`src/core/dio_pkg.sv`:
```
/*
  package for the dual nibble digital io port: register offsets, field
  layout, reset values, bus answer codes and the bus carrier structs.
  assumes a 32-bit avalon-mm slave with word-aligned byte addresses.
*/
package dio_pkg;

  // register byte addresses (word aligned)
  localparam logic [3:0] drive_value_addr   = 4'h0;
  localparam logic [3:0] sample_value_addr  = 4'h4;
  localparam logic [3:0] port_enable_addr   = 4'h8;

  // field layout
  localparam int unsigned nibble_w   = 4;
  localparam int unsigned byte_w     = 8;
  localparam int unsigned port_cnt   = 2;
  localparam int unsigned data_w     = 32;

  // reset values
  localparam logic [7:0] drive_value_rst = 8'h00;
  localparam logic [1:0] port_enable_rst = 2'h0;

  // bus answer constants
  localparam logic [31:0] read_zero  = 32'h0000_0000;
  localparam logic [1:0]  resp_okay  = 2'h0;
  localparam logic [1:0]  resp_slverr = 2'h2;

  // avalon request bundle
  typedef struct packed {
    logic        read;
    logic        write;
    logic [3:0]  address;
    logic [3:0]  byteenable;
    logic [31:0] writedata;
  } av_req_t;

  // avalon answer bundle
  typedef struct packed {
    logic        waitrequest;
    logic        readdatavalid;
    logic [1:0]  response;
    logic [31:0] readdata;
  } av_rsp_t;

endpackage : dio_pkg

```
`src/core/dio_nibble_port.sv`:
```
/*
  one four-line port slice: output register selection and read-back mux.
  assumes the enable and value come from registers in the parent, and
  that the line input is synchronous to clk_in.
*/
`timescale 1ns/1ps
module dio_nibble_port
  import dio_pkg::*;
(
  // clock and reset
  input  wire logic                clk_in,
  input  wire logic                rst_in,
  // control from register file
  input  wire logic                enable_in,
  input  wire logic [nibble_w-1:0] value_in,
  // connector lines
  input  wire logic [nibble_w-1:0] line_in,
  output logic      [nibble_w-1:0] line_out,
  output logic      [nibble_w-1:0] line_oe_out,
  // sampled state for the input register
  output logic      [nibble_w-1:0] sample_out
);

  logic [nibble_w-1:0] line_r, line_nxt;
  logic [nibble_w-1:0] oe_r, oe_nxt;
  logic [nibble_w-1:0] samp_r, samp_nxt;

  // drive and sample next values; lines float when the port is disabled
  always_comb begin
    line_nxt = value_in;
    oe_nxt   = {nibble_w{enable_in}};
    // read-back of an enabled port shows the driven value, not the pin, so a fight on the
    // wire never corrupts what software believes it wrote
    samp_nxt = enable_in ? value_in : line_in;
  end

  // registered outputs
  always_ff @(posedge clk_in) begin
    if (rst_in) begin
      line_r <= '0;
      oe_r   <= '0;
      samp_r <= '0;
    end else begin
      line_r <= line_nxt;
      oe_r   <= oe_nxt;
      samp_r <= samp_nxt;
    end
  end

  assign line_out    = line_r;
  assign line_oe_out = oe_r;
  assign sample_out  = samp_r;

endmodule : dio_nibble_port

```
`src/core/dual_nibble_digital_io_port.sv`:
```
/*
  dual nibble digital io port: eight lines as ports a and b with an
  avalon-mm register slave (fixed one wait cycle per access).
  assumes lines synchronous to clk_in and an external tristate resolver.
*/
`timescale 1ns/1ps
module dual_nibble_digital_io_port
  import dio_pkg::*;
(
  // clock and reset
  input  wire logic                clk_in,
  input  wire logic                rst_in,
  // avalon-mm slave
  input  wire logic                avs_read_in,
  input  wire logic                avs_write_in,
  input  wire logic [3:0]          avs_address_in,
  input  wire logic [3:0]          avs_byteenable_in,
  input  wire logic [31:0]         avs_writedata_in,
  output logic                     avs_waitrequest_out,
  output logic [31:0]              avs_readdata_out,
  output logic [1:0]               avs_response_out,
  // port a lines
  input  wire logic [nibble_w-1:0] port_a_lines_in,
  output logic      [nibble_w-1:0] port_a_lines_out,
  output logic      [nibble_w-1:0] port_a_lines_oe_out,
  // port b lines
  input  wire logic [nibble_w-1:0] port_b_lines_in,
  output logic      [nibble_w-1:0] port_b_lines_out,
  output logic      [nibble_w-1:0] port_b_lines_oe_out
);

  // bus handshake states
  typedef enum logic [1:0] {
    st_idle = 2'b01,
    st_ack  = 2'b10
  } bus_state_t;

  av_req_t    req;
  bus_state_t state_r, state_nxt;
  logic [7:0] drive_r, drive_nxt;
  logic [1:0] enable_r, enable_nxt;
  logic [31:0] rdata_r, rdata_nxt;
  logic [1:0] resp_r, resp_nxt;
  logic       wait_r, wait_nxt;
  logic [byte_w-1:0] sample_w;
  logic [nibble_w-1:0] line_in_w [port_cnt];
  logic [nibble_w-1:0] line_out_w [port_cnt];
  logic [nibble_w-1:0] line_oe_w [port_cnt];

  // address decode used by both read and write paths
  function automatic logic addr_mapped(input logic [3:0] a);
    return (a == drive_value_addr) || (a == sample_value_addr) ||
           (a == port_enable_addr);
  endfunction : addr_mapped

  assign req.read       = avs_read_in;
  assign req.write      = avs_write_in;
  assign req.address    = avs_address_in;
  assign req.byteenable = avs_byteenable_in;
  assign req.writedata  = avs_writedata_in;

  // register file and bus sequencer; the access is taken in st_ack, the
  // single edge where waitrequest is low, so a held request acts once
  always_comb begin
    state_nxt  = state_r;
    drive_nxt  = drive_r;
    enable_nxt = enable_r;
    rdata_nxt  = rdata_r;
    resp_nxt   = resp_r;
    wait_nxt   = 1'b1;
    unique case (state_r)
      st_idle: begin
        if (req.read || req.write) begin
          state_nxt = st_ack;
          wait_nxt  = 1'b0;
          resp_nxt  = addr_mapped(req.address) ? resp_okay : resp_slverr;
          rdata_nxt = read_zero;
          if (req.read) begin
            unique case (req.address)
              drive_value_addr:  rdata_nxt = {24'h00_0000, drive_r};
              sample_value_addr: rdata_nxt = {24'h00_0000, sample_w};
              port_enable_addr:  rdata_nxt = {30'h0000_0000, enable_r};
              default:           rdata_nxt = read_zero;
            endcase
          end
        end
      end
      st_ack: begin
        state_nxt = st_idle;
        if (req.write && req.byteenable[0]) begin
          if (req.address == drive_value_addr) begin
            drive_nxt = req.writedata[byte_w-1:0];
          end
          if (req.address == port_enable_addr) begin
            enable_nxt = req.writedata[port_cnt-1:0];
          end
        end
      end
    endcase
  end

  // registers only
  always_ff @(posedge clk_in) begin
    if (rst_in) begin
      state_r  <= st_idle;
      drive_r  <= drive_value_rst;
      enable_r <= port_enable_rst;
      rdata_r  <= read_zero;
      resp_r   <= resp_okay;
      wait_r   <= 1'b1;
    end else begin
      state_r  <= state_nxt;
      drive_r  <= drive_nxt;
      enable_r <= enable_nxt;
      rdata_r  <= rdata_nxt;
      resp_r   <= resp_nxt;
      wait_r   <= wait_nxt;
    end
  end

  assign line_in_w[0] = port_a_lines_in;
  assign line_in_w[1] = port_b_lines_in;

  // one slice per port; port n takes output bits 4n+3..4n
  for (genvar p = 0; p < port_cnt; p++) begin : g_port
    dio_nibble_port u_port (
      .clk_in      (clk_in),
      .rst_in      (rst_in),
      .enable_in   (enable_r[p]),
      .value_in    (drive_r[p*nibble_w +: nibble_w]),
      .line_in     (line_in_w[p]),
      .line_out    (line_out_w[p]),
      .line_oe_out (line_oe_w[p]),
      .sample_out  (sample_w[p*nibble_w +: nibble_w])
    );
  end

  // outputs straight from slice and bus flip-flops
  assign port_a_lines_out    = line_out_w[0];
  assign port_a_lines_oe_out = line_oe_w[0];
  assign port_b_lines_out    = line_out_w[1];
  assign port_b_lines_oe_out = line_oe_w[1];
  assign avs_waitrequest_out = wait_r;
  assign avs_readdata_out    = rdata_r;
  assign avs_response_out    = resp_r;

endmodule : dual_nibble_digital_io_port

```
`config.mk`:
```
export PLATFORM = sky130hd
export DESIGN_NAME = dual_nibble_digital_io_port
export DESIGN_NICKNAME = d
export VERILOG_FILES = /design/src/core/dio_pkg.sv /design/src/core/dio_nibble_port.sv /design/src/core/dual_nibble_digital_io_port.sv
export SDC_FILE = /design/constraint.sdc
export NUM_CORES = 1
export LEC_CHECK = 0
export BUFFER_PORTS_ARGS = -buffer_cell sky130_fd_sc_hd__buf_2
export CELL_PAD_IN_SITES_DETAIL_PLACEMENT = 1
export CELL_PAD_IN_SITES_GLOBAL_PLACEMENT = 1
export CORE_AREA = 2 2 82 84
export DETAILED_ROUTE_END_ITERATION = 6
export DIE_AREA = 0 0 84 86
export GPL_TIMING_DRIVEN = 0
export PLACE_DENSITY_LB_ADDON = 0.12
export RECOVER_POWER = 25
export SYNTH_ARGS = -nofsm -noshare
export SYNTH_HDL_FRONTEND = slang
export SYNTH_SLANG_ARGS = --single-unit
```
`constraint.sdc`:
```
create_clock -name clk_in -period 1.3 [get_ports clk_in]
set_input_delay 0.13 -clock clk_in [delete_from_list [all_inputs] [get_ports clk_in]]
set_output_delay 0.13 -clock clk_in [all_outputs]
set_load 0.02 [all_outputs]
```
## Word level (Yosys, flattened, before mapping)

Cells that the tools add are included.

| word-level totals | value |
|---|---|
| word-level logic and storage cells | 35 |
| RAM bits | 0 |
| bits of input ports | 52 |
| memories | 0 |
| bits in latches | 0 |
| ROM bits | 0 |
| bits in registers | 65 |
| output and inout bits | 51 |

| operators by class | value |
|---|---|
| multiply operators | 0 |
| shift operators | 0 |
| $lt $le $gt $ge | 0 |
| divide/modulo/power cells | 0 |
| mux-type cells | 8 |
| add/sub/neg operators | 0 |
| reductions and logical operators | 9 |
| bitwise gates (word level) | 1 |
| equal/unequal tests | 5 |

Operator list:

| kind | count |
|---|---|
| 8-bit one-hot mux with 3 select lines | 1 |
| 4-bit two-way mux | 2 |
| 8-bit two-way mux | 1 |
| 3-bit AND reduction | 2 |
| 4-bit by 3-bit == test with 1-bit output (second input constant) | 1 |
| 4-bit == test (second input constant) | 1 |
| 4-bit logical NOT | 1 |
| 2-bit two-way mux | 2 |
| 2-bit one-hot mux with 2 select lines | 1 |
| 1-bit logical OR | 3 |
| 2-bit by 1-bit == test with 1-bit output (second input constant) | 1 |
| 2-bit == test (second input constant) | 1 |
| 2-bit inequality test (second input constant) | 1 |
| 2-bit AND reduction | 1 |
| 2-bit OR reduction | 1 |
| 1-bit logical AND | 1 |
| 1-bit two-way mux | 1 |
| 1-bit inverter | 1 |

## Logic depth before layout (Yosys ltp)

Gate-level depths: netlist (run 1).

| logic depth | value |
|---|---|
| depth after elaboration | 4 |
| depth in mapped cells | 4 |
| depth with buffers taken out | 3 |

## Cells and area by module

Synthesis (run 1) repeated with hierarchy kept, for this count alone.

| unflattened totals | value |
|---|---|
| cell total of the unflattened synthesis | 178 |
| area total of the unflattened synthesis | 1813.0 um2 |

By module, submodules not included:

| module | area each (um2) | instances | cells an instance | seq. area each (um2) |
|---|---|---|---|---|
| dual_nibble_digital_io_port | 1212.4 | 1 | 126 | 440.4 |
| dio_nibble_port | 300.3 | 2 | 26 | 180.2 |

## Worst setup path after synthesis (run 1)

No wires, ideal clock.

| timing path | value |
|---|---|
| path kind | register to register |
| start point | reg state_r[0] |
| end point | reg drive_r[2] |
| buffers on the path | 0 |
| required time | 1.179 ns |
| setup time | 0.121 ns |
| clock period less this slack | 1.400 ns |
| setup slack | -0.100 ns |
| cell stages (with the launch flop) | 4 |
| data arrival time | 1.279 ns |
| path through | dfxtp_1 > nand4b_1 > nor4_4 > mux2_2 |

| on the way | value |
|---|---|
| cells in the longest elaborated chain, start to end | 2 |

Ends and longest elaborated chain:

| what | line | text |
|---|---|---|
| from (decl) | dual_nibble_digital_io_port.sv:39 | `bus_state_t state_r, state_nxt;` |
| from (signal assigned) | dual_nibble_digital_io_port.sv:105 | `state_r <= st_idle;` |
| from (signal assigned) | dual_nibble_digital_io_port.sv:112 | `state_r <= state_nxt;` |
| 2-bit == test | dual_nibble_digital_io_port.sv:71 | `unique case (state_r)` |
| 3-bit AND reduction (no line) | n/a |  |
| to (signal assigned) | dual_nibble_digital_io_port.sv:106 | `drive_r <= drive_value_rst;` |
| to (signal assigned) | dual_nibble_digital_io_port.sv:113 | `drive_r <= drive_nxt;` |
| to (decl) | dual_nibble_digital_io_port.sv:40 | `logic [7:0] drive_r, drive_nxt;` |

No other way between the ends.
A chain may end at the register's enable or synchronous reset.

## Worst setup path after layout (run 1)

| timing path | value |
|---|---|
| start point | reg state_r[0] |
| end point | reg drive_r[4] |

Same word-level chain as after synthesis.

==> results of run 1 <==
[stage by stage]
stage | power (mW) | instances | util, %
2_1_floorplan | 1.50 | 188 | -
3_3_place_gp | 1.58 | 315 | 34.3
3_5_place_dp | 1.58 | 315 | 34.3
4_1_cts | 2.38 | 325 | 36.8
5_1_grt | 2.48 | 326 | 36.8
6_report | 2.36 | 326 | 36.8
[flip-flops by register name (all words and copies together) (netlist names)]
signal / cells
g_port.u_port.sample_out: 8
drive_r: 8
g_port.u_port.line_oe_out: 2
avs_readdata_out: 8
enable_r: 2
g_port.u_port.line_out: 8
state_r: 2
avs_waitrequest_out: 1
avs_response_out: 1
[where the power goes]
group / internal [mW] / switching (mW) / total, mW
Sequential: 1.25 / 0.00987 / 1.26
Clock: 0.366 / 0.432 / 0.798
Combinational: 0.131 / 0.174 / 0.305
[how the worst max path moves through the flow]
| stage | start | end |
|---|---|---|
| 2_1_floorplan | state_r[0] | drive_r[2] |
| 3_3_place_gp | avs_address_in[1] | drive_r[7] |
| 3_5_place_dp | state_r[0] | drive_r[3] |
| 4_1_cts | state_r[0] | drive_r[5] |
| 5_1_grt | state_r[0] | drive_r[3] |
| 6_report | state_r[0] | drive_r[4] |
[routing by layer]
layer	track usage, %	vias to the layer above
met1	15.8	588
met4	3.52	0
li1	-	671
met5	0	-
met2	17.4	43
met3	3.46	5
[cell families after synthesis]
group	Yosys count	synth area share (%)
AO/OA/AOI/OAI	15	7.28
AND/OR/NAND/NOR	41	15.2
flip-flops	40	46.6
buffers and inverters	43	16.2
other	1	0.218
multiplexers	24	14.4
[cells in the final DEF (no fill, tap or decap), types with 2 or more instances in the layout]
cell	Yosys	final
buf_2	1	45
conb_1	1	25
inv_1	5	5
dfxtp_1	40	39
mux2i_1	18	18
nand2b_1	6	6
clkbuf_1	6	12
o2bb2ai_1	8	8
nand4b_1	3	3
mux2_4	0	6
buf_4	31	34
nor2b_1	16	16
nor2_1	9	9
clkbuf_8	0	5
a222oi_1	2	2
[timing repair]
action	4_1_cts	5_1_grt
endpoints found under the hold margin	0	0
gates resized for setup	10	2
pin swaps	2	1
buffers inserted	3	1
setup endpoints to repair	18	19
[cell type report]
| class | count | area, um2 | area share [%] |
|---|---|---|---|
| multi-input cells | 105 | 769 | 33.3 |
| clock buffers | 6 | 72.6 | 3.14 |
| plain buffers | 38 | 262 | 11.3 |
| repair buffers | 54 | 285 | 12.3 |
| inverters | 5 | 18.8 | 0.812 |
| flip-flops and latches | 40 | 802 | 34.7 |
| clock inverters | 1 | 5.00 | 0.217 |
| well taps | 77 | 96.3 | 4.17 |
[worst min-delay path: stages]
cell and delay (ns):
buf_2 0.07, mux2i_1 0.05, nor2_1 0.07
==> impl_metrics.py, run 1 <==
metrics = {
    "route": {
        "vias_per_cell": 4.01,
        "remaining_drc_errors": 0,
        "highest_layer": "met4",
        "detailedRoute.firstIterationViolations": 40,
        "amount_of_wire_on_met2_after_detailed_routing_mm": 1.75,
        "wl_mm": 4.02,
        "detailroute.via_count": 1307,
        "post_detailed_route_wirelength_per_cell_um": 12.3,
        "drt.antenna.violating_nets": 0,
        "detailedRoute.firstPassIterationCount": 4,
        "detailroute.wirelength.met3_um": 231,
        "met1Wirelength_mm": 2.00,
    },
    "clock_network": {
        "cts-buffers-inserted": 5,
        "tritoncts_clock_tree": "built",
        "cts.path.max_buffers": 2,
        "h-tree-depth": 2,
        "clock_insertion_delay_worst_skew_ns": 0.28,
        "clkTransAtPathRegs_ns": 0.08,
        "cts_root_buffer": "clkbuf_8",
        "cts.sink_count": 40,
        "postCtsHoldBufs": 0,
    },
    "worst_hold_path": {
        "min-delay-path-class": "in2reg",
        "timing.hold.worst_path_depth": 3,
        "min_delay_worst_endpoint": "g_port[0].u_port.sample_out[3]",
        "min-delay-start": "port_a_lines_in[3]",
    },
    "grt": {
        "grt_antenna_before_repair": 0,
        "grt.overflow.total": 0,
        "grt_max_degree": 12,
        "grt_first_pass_wirelength_mm": 6.48,
        "grt_usage_pct": 11.5,
        "grt_pass1_vias": 1300,
    },
    "critical_path": {
        "regToRegSetupSlack_ns": -0.09,
        "worst-path-max-fanout": 8,
        "worstPathBufferInverterCount": 1,
        "timing.critical_path.to_type": "flip-flop",
        "data_required_time_at_the_worst_endpoint_ns": 1.48,
        "setup.worst_path.class": "reg2reg",
        "family_of_cells_with_the_greatest_summed_delay_on_the_critical_path": "simple AND/OR/NAND/NOR gates",
        "timing.rr.start": "state_r[0]",
        "worst_r2r_endpoint": "drive_r[4]",
        "timing.reg2reg.worst_path_depth": 4,
        "critical_path_arrival_ns": 1.57,
        "critPathLaunchType": "flip-flop",
        "critical_path_cell_count": 4,
        "crit_path_max_incr_delay_ns": 0.33,
        "critPathSlowestCell": "dfxtp_2",
        "timing.critical_path.cells": "nand4b_1, nor4_4, buf_12, mux2_4",
    },
    "synthesis": {
        "synth.top_cell.area_share_pct": 46.6,
        "syn_area_um2": 1720,
        "yosys-top-cells-area": "dfxtp_1 (47%), buf_4 (14%), mux2i_1 (10%)",
        "yosys.cell_types.count": 25,
        "ys_ff_latch": 40,
        "ys_async_sr_fraction_pct": 0,
        "synth.largest_area_cell": "dfxtp_1",
        "synthesis.area_per_instance_um2": 10.5,
        "sequential_area_share_after_synthesis_pct": 46.6,
        "synth_common_cells": "dfxtp_1 (40), buf_4 (31), mux2i_1 (18), nor2b_1 (16), nor2_1 (9)",
        "synthMostInstantiatedCell": "dfxtp_1",
        "ys_warn_count": 0,
        "synth-edff-count": 0,
        "synth-main-ff-cell": "dfxtp_1",
        "synthCells": 164,
    },
    "die": {
        "core.rowCount": 29,
        "initial_utilization_pct": 27.4,
        "die_height_um": 86,
        "die_width_um": 84,
        "fp.dieArea_um2": 7220,
        "core-area_um2": 6280,
        "design.portCount": 103,
    },
    "place": {
        "post-dp-hpwl_mm": 3.00,
        "pre_cts_ws_ns": -0.419,
        "gp_routability_congestion": 0.665,
        "place.port_buffers": 50,
        "dp_area_um2": 2150,
    },
    "layout": {
        "area_delta_synth_final_pct": 34.5,
        "layout_cell_share_with_drive_strength_beyond_1_pct": 39.8,
        "n_antenna_cell": 0,
        "filler_cell_count": 754,
        "finish.instance_area_um2": 2310,
        "finish.net_count": 301,
    },
    "power_and_ir_drop": {
        "worst_voltage_drop_across_the_vdd_grid_uv": 597,
        "power_density_nw_per_um2": 1020,
        "p_leak_nw": 1.11,
    },
    "sta": {
        "worst_slack_setup_final_ns": -0.0949,
        "setup_tns_ns": -0.645,
        "timing.fmax_ghz": 0.717,
        "unrepaired_setup_endpoints_after_global_routing": "yes",
        "report.final.hold_viol_count": 0,
        "worst-slew-pin-transition_ns": 0.529,
        "setup_violations": 9,
        "post-route-min-period_ns": 1.39,
        "slew_viol_final": 0,
        "worst_case_hold_slack_ns": 0.0750,
        "worst_skew_ns": 0.00465,
        "slew_headroom_pct": 64.8,
        "post-route-period-util_pct": 107,
    },
    "status": {
        "failing_checks": "setup timing",
        "result_of_the_run": "finished with violations",
    },
    "flow_run": {
        "max_cap_violations": 0,
    },
}
No activity file was read; power rests on OpenSTA's default activity.
==> run 2: changes to the inputs <==
Settings changed: PLACE_DENSITY set to 0.74, PLACE_DENSITY_LB_ADDON 0.12 to unset.
==> run 2 against run 1 <==
The flow still finishes with violations (setup timing). Utilization is 0.42 points higher. Wire length is 1.4% higher. Largest cell class unchanged. Die area stayed put. Critical path type unchanged. Worst setup slack better by 0.041 ns.
==> impl_metrics.py, run 2 (synthesized netlist as in run 1, its figures left out) <==
metrics = {
    "layout": {
        "most_common_cell_after_layout_fill_and_taps_aside": "buf_2",
        "finish.net_count": 302,
        "fin_cells": 328,
        "layout_cell_share_with_drive_strength_beyond_1_pct": 40.2,
        "most-common-layout-cells": "buf_2 (44), dfxtp_1 (39), buf_4 (35), conb_1 (25), mux2i_1 (18)",
        "area_delta_synth_final_pct": 36.1,
        "n_antenna_cell": 0,
        "utilization_pct": 37.2,
        "filler_cell_count": 738,
    },
    "clock_network": {
        "tritoncts_clock_tree": "built",
        "cts.path.max_buffers": 2,
        "cts.sink_count": 40,
        "cts-buffers-inserted": 5,
        "clkTransAtPathRegs_ns": 0.08,
        "h-tree-depth": 2,
        "cts_root_buffer": "clkbuf_8",
        "postCtsHoldBufs": 0,
        "clock_insertion_delay_worst_skew_ns": 0.29,
    },
    "critical_path": {
        "regToRegSetupSlack_ns": -0.05,
        "setup.worst_path.class": "reg2reg",
        "worstPathBufferInverterCount": 1,
        "family_of_cells_with_the_greatest_summed_delay_on_the_critical_path": "simple AND/OR/NAND/NOR gates",
        "data_required_time_at_the_worst_endpoint_ns": 1.48,
        "worst-path-max-fanout": 7,
        "critical_path_cell_count": 4,
        "timing.rr.start": "state_r[0]",
        "critPathSlowestCell": "dfxtp_2",
        "timing.reg2reg.worst_path_depth": 4,
        "timing.critical_path.to_type": "flip-flop",
        "worst_r2r_endpoint": "drive_r[7]",
        "timing.critical_path.cells": "nand4b_1, nor4_4, buf_6, mux2_4",
        "critPathLaunchType": "flip-flop",
        "critical_path_arrival_ns": 1.53,
        "crit_path_max_incr_delay_ns": 0.32,
    },
    "sta": {
        "timing.fmax_ghz": 0.739,
        "setup_violations": 8,
        "worst_slack_setup_final_ns": -0.0539,
        "worst-slew-pin-transition_ns": 0.502,
        "unrepaired_setup_endpoints_after_global_routing": "yes",
        "slew_viol_final": 0,
        "worst_case_hold_slack_ns": 0.0765,
        "worst_skew_ns": 0.00618,
        "slew_headroom_pct": 66.6,
        "post-route-period-util_pct": 104,
        "report.final.hold_viol_count": 0,
        "post-route-min-period_ns": 1.35,
    },
    "die": {
        "core.rowCount": 29,
        "fp.dieArea_um2": 7220,
        "core-area_um2": 6280,
        "design.portCount": 103,
        "initial_utilization_pct": 27.4,
        "die_height_um": 86,
        "die_width_um": 84,
    },
    "status": {
        "failing_checks": "setup timing",
        "result_of_the_run": "finished with violations",
    },
    "place": {
        "gp_routability_congestion": 0.761,
        "placed_cells": 315,
        "post-dp-hpwl_mm": 3.07,
        "place.port_buffers": 50,
    },
    "power_and_ir_drop": {
        "power_density_nw_per_um2": 1040,
        "worst_voltage_drop_across_the_vdd_grid_uv": 483,
        "p_leak_nw": 1.12,
    },
    "grt": {
        "grt_antenna_before_repair": 0,
        "grt_pass1_vias": 1328,
        "grt_max_degree": 13,
        "grt_usage_pct": 11.5,
        "grt.overflow.total": 0,
        "grt_first_pass_wirelength_mm": 6.51,
    },
    "flow_run": {
        "max_cap_violations": 0,
    },
    "worst_hold_path": {
        "min-delay-start": "port_b_lines_in[0]",
        "timing.hold.worst_path_depth": 3,
        "min-delay-path-class": "in2reg",
        "min_delay_worst_endpoint": "g_port[1].u_port.sample_out[0]",
    },
    "route": {
        "drt.antenna.violating_nets": 0,
        "remaining_drc_errors": 0,
        "detailedRoute.firstIterationViolations": 75,
        "detailedRoute.firstPassIterationCount": 4,
        "wl_mm": 4.08,
        "post_detailed_route_wirelength_per_cell_um": 12.4,
        "vias_per_cell": 4.15,
        "detailroute.via_count": 1361,
    },
}
[run 2: worst reg2reg max path: stages, from the launching register on]
cell and delay [ns]:
dfxtp_2 0.32, nand4b_1 0.23, nor4_4 0.18, buf_6 0.20
mux2_4 0.32
[run 2: final cells by class]
| type | count | area, um2 | area share, % |
|---|---|---|---|
| multi-input cells | 105 | 777 | 33.2 |
| inverters | 5 | 18.8 | 0.803 |
| clock inverters | 2 | 10.0 | 0.428 |
| clock buffers | 6 | 82.6 | 3.53 |
| plain buffers | 38 | 264 | 11.3 |
| repair buffers | 55 | 287 | 12.3 |
| well taps | 77 | 96.3 | 4.12 |
| flip-flops and latches | 40 | 802 | 34.3 |
[run 2: per-layer routing]
metal | vias to the layer above | track usage, % | wire length [um]
met5 | - | 0 | 0
met4 | 0 | 4.69 | 85
met3 | 8 | 3.37 | 288
met2 | 53 | 19.4 | 1940
met1 | 631 | 13.7 | 1760
li1 | 669 | - | -
[run 2: stage by stage]
| step | power (mW) | worst slack (ns) | setup TNS, ns | area [um2] |
|---|---|---|---|---|
| finish | 2.42 | -0.0539 | -0.353 | 2340 |
| global route | 2.54 | -0.120 | -1.04 | 2340 |
| CTS | 2.45 | -0.125 | -1.07 | 2340 |
| detailed placement | 1.59 | -0.379 | -4.86 | 2150 |
| global placement | 1.58 | -0.366 | -4.07 | 2150 |
| floorplan | 1.50 | -0.100 | -0.601 | 1810 |
[run 2: what timing repair did]
action | in CTS | in global routing
pin swaps | 3 | 2
gates resized for setup | 13 | 4
setup buffers | 5 | 0
setup endpoints to repair | 18 | 17
[run 2: power by group]
| group | internal, mW | total [mW] | switching (mW) |
|---|---|---|---|
| clock | 0.424 | 0.847 | 0.423 |
| combinational | 0.138 | 0.317 | 0.179 |
| sequential | 1.25 | 1.26 | 0.00917 |
[run 2: worst max path at each step]
stage	start	endpoint	slack (ns)
after global placement	avs_address_in[1]	drive_r[4]	-0.37
after floorplan	state_r[0]	drive_r[2]	-0.10
after CTS	state_r[0]	drive_r[2]	-0.13
final	state_r[0]	drive_r[7]	-0.05
after detailed placement	avs_address_in[1]	drive_r[7]	-0.38
after global routing	state_r[0]	enable_r[0]	-0.12
